--- src/bpc_pkg.sv ---
// Package with register map, field layout and carrier types for board power control
package bpc_pkg;

  // Byte addresses on the register bus
  localparam logic [31:0] ADDR_POWER_CONFIG  = 32'h1200_0000;
  localparam logic [31:0] ADDR_MODEL_CODE    = 32'h2200_0000;
  localparam logic [31:0] ADDR_OPTION_FLAGS  = 32'h2200_0004;

  // Field positions of the power and configuration register
  localparam int unsigned BIT_SERIAL_PWR  = 0;
  localparam int unsigned BIT_USB_PWR     = 1;
  localparam int unsigned BIT_LCD_PWR     = 2;
  localparam int unsigned BIT_SWITCHER_EN = 3;
  localparam int unsigned BIT_XBUS_CLK_OFF = 4;
  localparam int unsigned BIT_FAST_STROBE = 5;
  localparam int unsigned BIT_TTL_ROUTE   = 6;
  localparam int unsigned BIT_SCRATCH     = 7;

  // Reset values and fixed constants
  localparam logic [7:0] POWER_CONFIG_RESET = 8'h00;
  localparam logic       SCRATCH_POR_VALUE  = 1'b0;
  localparam logic [2:0] MODEL_CODE_DEFAULT = 3'h5;
  localparam logic [1:0] TTL_PIN_COUNT      = 2'h2;

  // Sequencer phases run after each board reset release
  typedef enum logic [1:0] {
    BPC_PH_RESET  = 2'b00,
    BPC_PH_STRAP  = 2'b01,
    BPC_PH_RUN    = 2'b10
  } bpc_phase_type;

  // Supply and bus controls driven out of the block
  typedef struct packed {
    logic serial_pwr_on;
    logic usb_pwr_on;
    logic lcd_pwr_on;
    logic switcher_on;
    logic xbus_clk_stop;
    logic fast_strobe;
    logic ttl_route;
  } bpc_ctrl_type;

  // Two header pins shared between digital IO and serial
  typedef struct packed {
    logic [1:0] out;
    logic [1:0] oe_n;
  } bpc_pins_type;

endpackage

--- src/bpc_pin_mux.sv ---
// Pin multiplexer giving the serial port precedence over digital IO settings
`timescale 1ns/1ns
module bpc_pin_mux
(
  input  wire logic                  ttl_route,    // Serial owns the pins
  input  wire logic [1:0]            dio_out,      // Digital IO data
  input  wire logic [1:0]            dio_oe_n,     // Digital IO enables
  input  wire logic                  uart_tx,      // Serial transmit
  input  wire logic                  rs232_rx,     // Level-converter receive
  input  wire logic [1:0]            pin_in,       // Header pin levels
  output bpc_pkg::bpc_pins_type      pins,         // Header pin drive
  output logic                       uart_rx,      // Receive to serial
  output logic                       rs232_tx,     // Transmit to converter
  output logic [1:0]                 dio_in        // Pin levels to digital IO
);

  // While routed, pin 0 carries transmit, pin 1 receives, so pin 1 is not driven
  always_comb
  begin
    if (ttl_route)                                        // RQ9
    begin
      pins.out  = {1'b0, uart_tx};                        // RQ10
      pins.oe_n = 2'b10;                                  // RQ10
      uart_rx   = pin_in[1];                              // RQ9
      rs232_tx  = 1'b1;                                   // RQ9
    end
    else
    begin
      pins.out  = dio_out;
      pins.oe_n = dio_oe_n;
      uart_rx   = rs232_rx;
      rs232_tx  = uart_tx;
    end
    dio_in = pin_in;
  end

endmodule

--- src/bpc_regs.sv ---
// Board power, configuration and identification registers on Wishbone
//
// Overview of operation
// RQ1: An 8-bit read-write power and configuration register sits at 0x1200_0000.
// RQ2: Bits 0 to 2 switch serial converter, USB and LCD supplies on when set.
// RQ3: Bit 3 enables the 5V switcher and takes writes only with the strap absent.
// RQ4: Bit 3 comes up one with the strap absent and zero with it installed.
// RQ5: Software should leave the switcher enable alone in normal operation.
// RQ6: Bit 4 stops the expansion-bus clock when set.
// RQ7: Bit 5 selects fast non-standard expansion strobes when set.
// RQ8: Software keeps the fast strobe bit clear with ordinary expansion boards.
// RQ9: Bit 6 routes the third serial port to two header pins as TTL.
// RQ10: While routed, the serial port overrides digital IO settings on those pins.
// RQ11: Bit 7 is a scratch bit that keeps its value across board resets.
// RQ12: Watchdog software sets the scratch bit to mark a watchdog restart.
// RQ13: A model register returns a fixed board code in its low three bits.
// RQ14: Options bit 0 reads one with five-UART fitted, zero with extended IO.
// RQ15: Model and options registers are read-only and reads have no side effect.
// RQ16: Only a true power-on clears the scratch bit to zero.
`timescale 1ns/1ns
module bpc_regs
#(
  parameter logic [2:0] MODEL_CODE = bpc_pkg::MODEL_CODE_DEFAULT // Arbitrary
)
(
  input  wire logic                  clk_sys,      // 50 MHz bus clock
  input  wire logic                  rst,          // Board reset, async high
  input  wire logic                  por,          // Power-on reset, async high
  input  wire logic                  switcher_strap_jumper, // Strap installed
  input  wire logic                  five_uart_option,      // Option fitted
  input  wire logic                  wb_cyc_i,     // Wishbone cycle
  input  wire logic                  wb_stb_i,     // Wishbone strobe
  input  wire logic                  wb_we_i,      // Wishbone write
  input  wire logic [31:0]           wb_adr_i,     // Wishbone byte address
  input  wire logic [3:0]            wb_sel_i,     // Wishbone byte lanes
  input  wire logic [31:0]           wb_dat_i,     // Wishbone write data
  output logic [31:0]                wb_dat_o,     // Wishbone read data
  output logic                       wb_ack_o,     // Wishbone acknowledge
  output logic                       wb_err_o,     // Unmapped address
  output bpc_pkg::bpc_ctrl_type      ctrl,         // Supply and bus controls
  input  wire logic [1:0]            dio_out,      // Digital IO data
  input  wire logic [1:0]            dio_oe_n,     // Digital IO enables
  input  wire logic                  uart_tx,      // Third serial transmit
  input  wire logic                  rs232_rx,     // Converter receive
  input  wire logic [1:0]            pin_in,       // Header pin levels
  output bpc_pkg::bpc_pins_type      pins,         // Header pin drive
  output logic                       uart_rx,      // Third serial receive
  output logic                       rs232_tx,     // Converter transmit
  output logic [1:0]                 dio_in        // Pin levels to digital IO
);

  // Register state of the bank apart from the scratch bit
  typedef struct packed {
    bpc_pkg::bpc_phase_type phase;
    logic [6:0]             cfg;
    logic                   ack;
    logic                   err;
    logic [31:0]            rdata;
    logic                   opt;
  } bpc_state_type;

  bpc_state_type s_q;
  bpc_state_type s_d;
  logic          scratch_q;
  logic          scratch_d;

  // Address decode shared by read and write paths
  function automatic logic [1:0] bpc_decode(input logic [31:0] adr);
    if (adr == bpc_pkg::ADDR_POWER_CONFIG)
      return 2'h1;
    else if (adr == bpc_pkg::ADDR_MODEL_CODE)
      return 2'h2;
    else if (adr == bpc_pkg::ADDR_OPTION_FLAGS)
      return 2'h3;
    else
      return 2'h0;
  endfunction

  logic [1:0] sel_reg;
  logic       req;
  logic       wr_cfg;
  logic [7:0] cfg_view;

  assign sel_reg  = bpc_decode(wb_adr_i);
  assign req      = wb_cyc_i && wb_stb_i && !s_q.ack && !s_q.err;
  assign wr_cfg   = req && wb_we_i && wb_sel_i[0] && (sel_reg == 2'h1); // RQ1
  assign cfg_view = {scratch_q, s_q.cfg};

  // Next-state logic; answer comes one cycle after the request is seen
  always_comb
  begin
    s_d     = s_q;
    s_d.ack = 1'b0;
    s_d.err = 1'b0;
    unique case (s_q.phase)
      bpc_pkg::BPC_PH_RESET:
      begin
        s_d.phase = bpc_pkg::BPC_PH_STRAP;
      end
      bpc_pkg::BPC_PH_STRAP:
      begin
        // Straps caught after release, never inside the async reset
        s_d.cfg[bpc_pkg::BIT_SWITCHER_EN] = !switcher_strap_jumper; // RQ4
        s_d.opt   = five_uart_option;                               // RQ14
        s_d.phase = bpc_pkg::BPC_PH_RUN;
      end
      bpc_pkg::BPC_PH_RUN:
      begin
        if (req)
        begin
          s_d.ack = (sel_reg != 2'h0);
          s_d.err = (sel_reg == 2'h0);
          s_d.rdata = 32'h0000_0000;
          unique case (sel_reg)
            2'h1: s_d.rdata[7:0] = cfg_view;                        // RQ1
            2'h2: s_d.rdata[2:0] = MODEL_CODE;                      // RQ13
            2'h3: s_d.rdata[0]   = s_q.opt;                         // RQ15
            2'h0: s_d.rdata      = 32'h0000_0000;
          endcase
        end
        if (wr_cfg)
        begin
          s_d.cfg[2:0] = wb_dat_i[2:0];                             // RQ2
          s_d.cfg[6:4] = wb_dat_i[6:4];                             // RQ6
          if (!switcher_strap_jumper)
            s_d.cfg[bpc_pkg::BIT_SWITCHER_EN] =
              wb_dat_i[bpc_pkg::BIT_SWITCHER_EN];                   // RQ3
        end
      end
      default:
      begin
        s_d.phase = bpc_pkg::BPC_PH_RESET;
      end
    endcase
  end

  // Board reset clears everything except the scratch bit
  always_ff @(posedge clk_sys or posedge rst)
  begin
    if (rst)
    begin
      s_q       <= '0;
      s_q.cfg   <= bpc_pkg::POWER_CONFIG_RESET[6:0];
      s_q.phase <= bpc_pkg::BPC_PH_RESET;
    end
    else
      s_q <= s_d;
  end

  // Scratch bit survives board reset; only power-on clears it
  assign scratch_d = (wr_cfg && s_q.phase == bpc_pkg::BPC_PH_RUN) ?
                     wb_dat_i[bpc_pkg::BIT_SCRATCH] : scratch_q;   // RQ11

  always_ff @(posedge clk_sys or posedge por)
  begin
    if (por)
      scratch_q <= bpc_pkg::SCRATCH_POR_VALUE;                      // RQ16
    else
      scratch_q <= scratch_d;                                       // RQ11
  end

  // Bus answers
  assign wb_ack_o = s_q.ack;
  assign wb_err_o = s_q.err;
  assign wb_dat_o = s_q.rdata;

  // Control outputs straight from register bits
  always_comb
  begin
    ctrl.serial_pwr_on = s_q.cfg[bpc_pkg::BIT_SERIAL_PWR];          // RQ2
    ctrl.usb_pwr_on    = s_q.cfg[bpc_pkg::BIT_USB_PWR];             // RQ2
    ctrl.lcd_pwr_on    = s_q.cfg[bpc_pkg::BIT_LCD_PWR];             // RQ2
    ctrl.switcher_on   = s_q.cfg[bpc_pkg::BIT_SWITCHER_EN];         // RQ3
    ctrl.xbus_clk_stop = s_q.cfg[bpc_pkg::BIT_XBUS_CLK_OFF];        // RQ6
    ctrl.fast_strobe   = s_q.cfg[bpc_pkg::BIT_FAST_STROBE];         // RQ7
    ctrl.ttl_route     = s_q.cfg[bpc_pkg::BIT_TTL_ROUTE];           // RQ9
  end

  // Serial routing onto the digital IO header
  bpc_pin_mux u_mux
  (
    .ttl_route (s_q.cfg[bpc_pkg::BIT_TTL_ROUTE]),
    .dio_out   (dio_out),
    .dio_oe_n  (dio_oe_n),
    .uart_tx   (uart_tx),
    .rs232_rx  (rs232_rx),
    .pin_in    (pin_in),
    .pins      (pins),
    .uart_rx   (uart_rx),
    .rs232_tx  (rs232_tx),
    .dio_in    (dio_in)
  );

endmodule

--- config.mk ---
export PLATFORM = sky130hd
export DESIGN_NAME = bpc_regs
export DESIGN_NICKNAME = d
export VERILOG_FILES = /design/src/bpc_pkg.sv /design/src/bpc_pin_mux.sv /design/src/bpc_regs.sv
export SDC_FILE = /design/constraint.sdc
export NUM_CORES = 1
export LEC_CHECK = 0
export ABC_AREA = 1
export ABC_CLOCK_PERIOD_IN_PS = 3700
export BUFFER_PORTS_ARGS = -buffer_cell sky130_fd_sc_hd__buf_2
export CORE_ASPECT_RATIO = 2
export CORE_MARGIN = 2
export CORE_UTILIZATION = 41
export CTS_CLUSTER_SIZE = 10
export DETAILED_ROUTE_END_ITERATION = 7
export HOLD_SLACK_MARGIN = 0.1
export PLACE_DENSITY = 0.87
export RECOVER_POWER = 100
export SLEW_MARGIN = 30
export SYNTH_ARGS = -nofsm -noshare
export SYNTH_HDL_FRONTEND = slang
export SYNTH_HIERARCHICAL = 1
export SYNTH_SLANG_ARGS = --single-unit
--- constraint.sdc ---
create_clock -name clk_sys -period 3.7 [get_ports clk_sys]
set_clock_uncertainty 0.1 [all_clocks]
set_input_delay 0 -clock clk_sys [delete_from_list [all_inputs] [get_ports clk_sys]]
set_output_delay 0 -clock clk_sys [all_outputs]
set_load 0.01 [all_outputs]
==> results of run 1 <==
-- metrics by stage --
stage / std cells / utilization / worst slack [ps]
6_report: 333 / 0.536 / 916
5_1_grt: 333 / 0.536 / 755
4_1_cts: 333 / 0.550 / 1500
3_5_place_dp: 309 / 0.481 / 2000
3_3_place_gp: 309 / 0.481 / 2050
2_1_floorplan: 224 / - / 2340
-- timing repair --
action,4_1_cts,5_1_grt
resized for setup,0,0
hold buffers,20,0
hold endpoints to repair,31,0
-- sequential cells by signal, indices dropped and copies added (netlist names) --
name and flops:
wb_dat_o 8, s_q 3, scratch_q 1, wb_err_o 1, wb_ack_o 1, ctrl 7
-- synth_stat cells --
| cell type | number |
|---|---|
| a21oi_1 | 2 |
| and2_1 | 1 |
| buf_4 | 41 |
| buf_6 | 1 |
| clkbuf_1 | 1 |
| conb_1 | 1 |
| dfrtp_1 | 21 |
| inv_1 | 16 |
| inv_2 | 2 |
| mux2_2 | 1 |
| nand2_1 | 53 |
| nand2_2 | 3 |
| nand2_4 | 1 |
| nand3_1 | 19 |
| nand4_1 | 1 |
| nand4_4 | 1 |
| nor2_1 | 24 |
| nor2_2 | 3 |
| nor2_4 | 3 |
| nor2_8 | 1 |
| o21ai_0 | 1 |
| o31ai_2 | 1 |
| or2_1 | 2 |
| or2_2 | 1 |
-- layout make-up --
cell class | instances | area share
Clock buffer | 3 | 0.0216
Clock inverter | 1 | 0.00262
Inverter | 18 | 0.0353
Multi-Input combinational cell | 142 | 0.338
Sequential cell | 21 | 0.275
Tap cell | 49 | 0.0321
Timing Repair Buffer | 99 | 0.296
-- logic make-up (layout without fill, tap and decap cells) --
logic type,Yosys count,in the layout,synth area share
muxes,1,1,0.00752
and+or+nand+nor,113,113,0.360
DFF,21,21,0.351
buffers and inverters,61,121,0.261
other,1,24,0.00250
AOI/OAI and AO/OA,4,4,0.0184
-- critical path, cell delays in order, from the launching register on --
cell and delay (ps):
dfrtp_1 410, nor2_1 250, nand4_1 610, nor2_4 440
nand2_4 130, nand2_2 90, nand3_1 80, dlygate4sd3_1 560
nand2_1 60
-- per-layer routing --
metal / vias up / part of all wire / routed length [um] / GRT usage
met5: - / 0 / 0 / 0
met4: 0 / 0.023 / 78 / 0.0859
met3: 7 / 0.076 / 265 / 0.00606
met2: 83 / 0.55 / 1920 / 0.331
met1: 637 / 0.35 / 1200 / 0.165
li1: 716 / - / - / -
-- power breakdown --
part	internal [mW]	switching, mW
combinational	0.0362	0.0408
clock	0.0753	0.0805
sequential	0.231	0.00106
-- path summary, 6_finish.rpt --
path	slack, ps	startpoint	endpoint
max reg2reg	920	s_q[42]	ctrl[3]
min in group asynchronous	300	rst	ctrl[1]
max	920	s_q[42]	ctrl[3]
max in group asynchronous	2720	rst	wb_dat_o[6]
min reg2reg	360	s_q[43]	s_q[42]
min	120	wb_we_i	ctrl[0]
==> impl_metrics.tcl, run 1 <==
set metrics [dict create \
    grt_use_total 0.169 \
    reg2regPathDepth 8 \
    power.total_mw 0.465 \
    clk_pin_slew_ps 80 \
    synthCells 201 \
    fin_hold_ws_ps 123 \
    numCtsBuffers 3 \
    routedWlPerCell_um 10.4 \
    postRouteAntennaNets 0 \
    fin_area_sq_um 1910 \
    drt-total-wl_um 3470 \
    drive_gt1_frac 0.261 \
    port-buffer-count 79 \
    core_area_sq_um 3570 \
    yosysTopAreaCell "dfrtp_1" \
    hold_viol_final 0 \
    synth.avg_cell_area_sq_um 7.45 \
    synth_area_sq_um 1500 \
    h-tree-depth 1 \
    fin_crit_sh 0.752 \
    setup_tns_ps 0 \
    ios 133 \
    diodes 0 \
    clockBufferDepth 2 \
    ys_seq_elements 21 \
    finalSetupViolations 0 \
    die_y_um 89.5 \
    drtIter0Drc 35 \
    layout_common_cells "buf_2 (55), nand2_1 (53), nor2_1 (25)" \
    syn_to_final_growth_pct 27.7 \
    vias 1443 \
    worstSetupPathType "reg2reg" \
    post-route-drc-count 0 \
    synth_area_leaders "dfrtp_1 (35%), buf_4 (21%), nand2_1 (13%)" \
    fin_crit_ps 2780 \
    insertion_delay_ps 270 \
    nets 369 \
    post_cts_buffers 0 \
    slew_viol_final 0 \
    cts_tree "done" \
    routed_via_density 4.33 \
    rsz0062_at_grt "false" \
    dieWidth_um 46.7 \
    dr.pass1.iters 5 \
    start_kind "register" \
    p_leak_nw 1.09 \
    initial_core_util 0.420 \
    post_dp_cell_area_sq_um 1720 \
    die_area_sq_um 4180 \
    maxCapViolCount 0 \
    crit_path_max_fanout 13 \
    yosys_warnings 6 \
    grt_pass1_vias 1309 \
    critPathArrivalTime_ps 2900 \
    final.fill_count 349 \
    final_common_cell "buf_2" \
    status "finished, final reports clean" \
    dp_hpwl_um 2590 \
    power_density_nw_per_um2 243 \
    fmax_mhz 359 \
    critPathRequiredTime_ps 3820 \
    endpoint_kind "register" \
    num_rows 31 \
    antenna_found_initial 0 \
    multi_input_area_sq_um 646 \
    gp_congestion 0.712 \
    worst_pin_slew_ps 754 \
    grt_pass1_wl_um 5190 \
    final-seq-area_sq_um 526 \
    ir_drop_mv 0.205 \
    root_buffer "clkbuf_8" \
    relSlewSlack 0.497 \
    cts.sinks 21 \
    hold_class "in2reg" \
    synthDistinctLibCells 24 \
    overflow 0 \
    seq_area_frac_synth 0.351 \
    grt_max_degree 21 \
    synth_top_area_frac 0.351 \
    min_path_cells 5 \
]
(Power assumes the default switching activity.)
==> run 2: changes to the inputs <==
Settings changed: ABC_CLOCK_PERIOD_IN_PS 3700 to 2800, CORE_UTILIZATION 41 to 38, PLACE_DENSITY 0.87 to 0.81.
Clock period 3.7 ns to 2.8 ns, I/O delays scaled along.
==> run 2 against run 1 <==
Against the previous run:
- largest power group unchanged
- sequential cell count unchanged
- routed wire length decreased by 4.7%
- via count decreased by 1.0%
- critical endpoint unchanged
- critical path depth unchanged
==> impl_metrics.tcl, run 2 (same netlist as run 1, synthesis figures left out) <==
set metrics [dict create \
    post_cts_buffers 0 \
    setup_tns_ps 0 \
    h-tree-depth 1 \
    root_buffer "clkbuf_8" \
    slew_viol_final 0 \
    nets 369 \
    die_area_sq_um 4490 \
    drive_gt1_frac 0.257 \
    port-buffer-count 79 \
    met2_length_um 1730 \
    dp_hpwl_um 2510 \
    antenna_found_initial 0 \
    relSlewSlack 0.503 \
    drt-total-wl_um 3300 \
    core_area_sq_um 3800 \
    power_density_nw_per_um2 317 \
    cts_tree "done" \
    layout_common_cells "buf_2 (55), nand2_1 (53), nor2_1 (25)" \
    grt_use_total 0.145 \
    dr.pass1.iters 4 \
    ios 133 \
    fmax_mhz 415 \
    fin_crit_ps 2410 \
    die_y_um 92.8 \
    largest_reg_flops 8 \
    hold_viol_final 0 \
    crit_path_max_fanout 13 \
    clk_pin_slew_ps 80 \
    postRouteAntennaNets 0 \
    diodes 0 \
    post_dp_cell_area_sq_um 1720 \
    fin_area_sq_um 1920 \
    drtIter0Drc 24 \
    routedWlPerCell_um 9.86 \
    met3_wirelength_um 286 \
    final.fill_count 378 \
    status "finished, final reports clean" \
    worst_pin_slew_ps 744 \
    ir_drop_mv 0.191 \
    post-route-drc-count 0 \
    dieWidth_um 48.4 \
    fin_hold_ws_ps 122 \
    syn_to_final_growth_pct 28.5 \
    final-seq-area_sq_um 526 \
    num_rows 32 \
    drt-met1-wl_um 1190 \
    worstSetupPathType "reg2reg" \
    numCtsBuffers 3 \
    critPathRequiredTime_ps 2910 \
    maxCapViolCount 0 \
    routed.top_layer "met4" \
    vias 1428 \
    endpoint_kind "register" \
    multi_input_area_sq_um 656 \
    p_leak_nw 1.09 \
    insertion_delay_ps 270 \
    start_kind "register" \
    gp_congestion 0.698 \
    critPathArrivalTime_ps 2520 \
    rsz0062_at_grt "false" \
    final_common_cell "buf_2" \
    cts.sinks 21 \
    routed_via_density 4.26 \
    hold_class "in2out" \
    finalSetupViolations 0 \
    fin_crit_sh 0.860 \
    grt_pass1_vias 1225 \
    grt_pass1_wl_um 5200 \
    clockBufferDepth 2 \
    overflow 0 \
    initial_core_util 0.394 \
    grt_max_degree 21 \
]
run 2: changes by cell type in the layout (fill, tap and decap cells not counted):
| cell | delta |
|---|---|
| inv_1 | +1 |
| nand4_4 | +1 |
| o31ai_1 | +1 |
| nand4_1 | -1 |
| inv_2 | -1 |
| o31ai_2 | -1 |
run 2: repair_timing:
item | CTS | global route
hold endpoints to repair | 31 | 0
endpoints found under the setup margin | 0 | 0
resized for setup | 0 | 0
hold buffers | 20 | 0
run 2: cell type report:
type                    instances  area share
multi-input cells             142       0.341
repair buffers                 99       0.294
flip-flops and latches         21       0.273
inverters                      18      0.0351
well taps                      51      0.0332
clock buffers                   3      0.0215
clock inverters                 1     0.00260
run 2: routing by layer:
| layer | GRT usage | up-vias |
|---|---|---|
| met2 | 0.269 | 80 |
| met4 | 0.0810 | 0 |
| met3 | 0.0161 | 9 |
| li1 | - | 718 |
| met5 | 0 | - |
| met1 | 0.157 | 621 |
run 2: path summary, 6_finish.rpt:
kind	startpoint	end	slack, ps	cells after the start
setup / recovery	s_q[42]	ctrl[3]	390	8
hold / removal	pin_in[1]	dio_in[1]	120	2
setup reg to reg	s_q[42]	ctrl[3]	390	8
hold reg to reg	s_q[43]	s_q[42]	330	1
max in group asynchronous	rst	wb_ack_o	1830	3
min in group asynchronous	rst	ctrl[2]	300	3
run 2: power breakdown:
group	switching, mW	leakage, nW	internal (mW)
combinational	0.0546	0.786	0.0486
sequential	0.00140	0.278	0.305
clock	0.0999	0.0255	0.0994
total	0.156	1.09	0.453
run 2: worst max-delay path: stages (launching register included):
cell           delay (ps)
dfrtp_1               390
nor2_1                350
nand4_4               310
nor2_4                300
nand2_4               130
nand2_2                90
nand3_1                70
dlygate4sd3_1         560
nand2_1                60
run 2: metrics by stage:
stage | util | setup WS [ps] | std cells | total power [mW]
after floorplan | - | 1440 | 224 | 0.384
after global placement | 0.452 | 1150 | 311 | 0.400
after detailed placement | 0.452 | 1090 | 311 | 0.402
after CTS | 0.517 | 599 | 335 | 0.615
after global routing | 0.506 | 253 | 335 | 0.635
final | 0.506 | 393 | 335 | 0.609
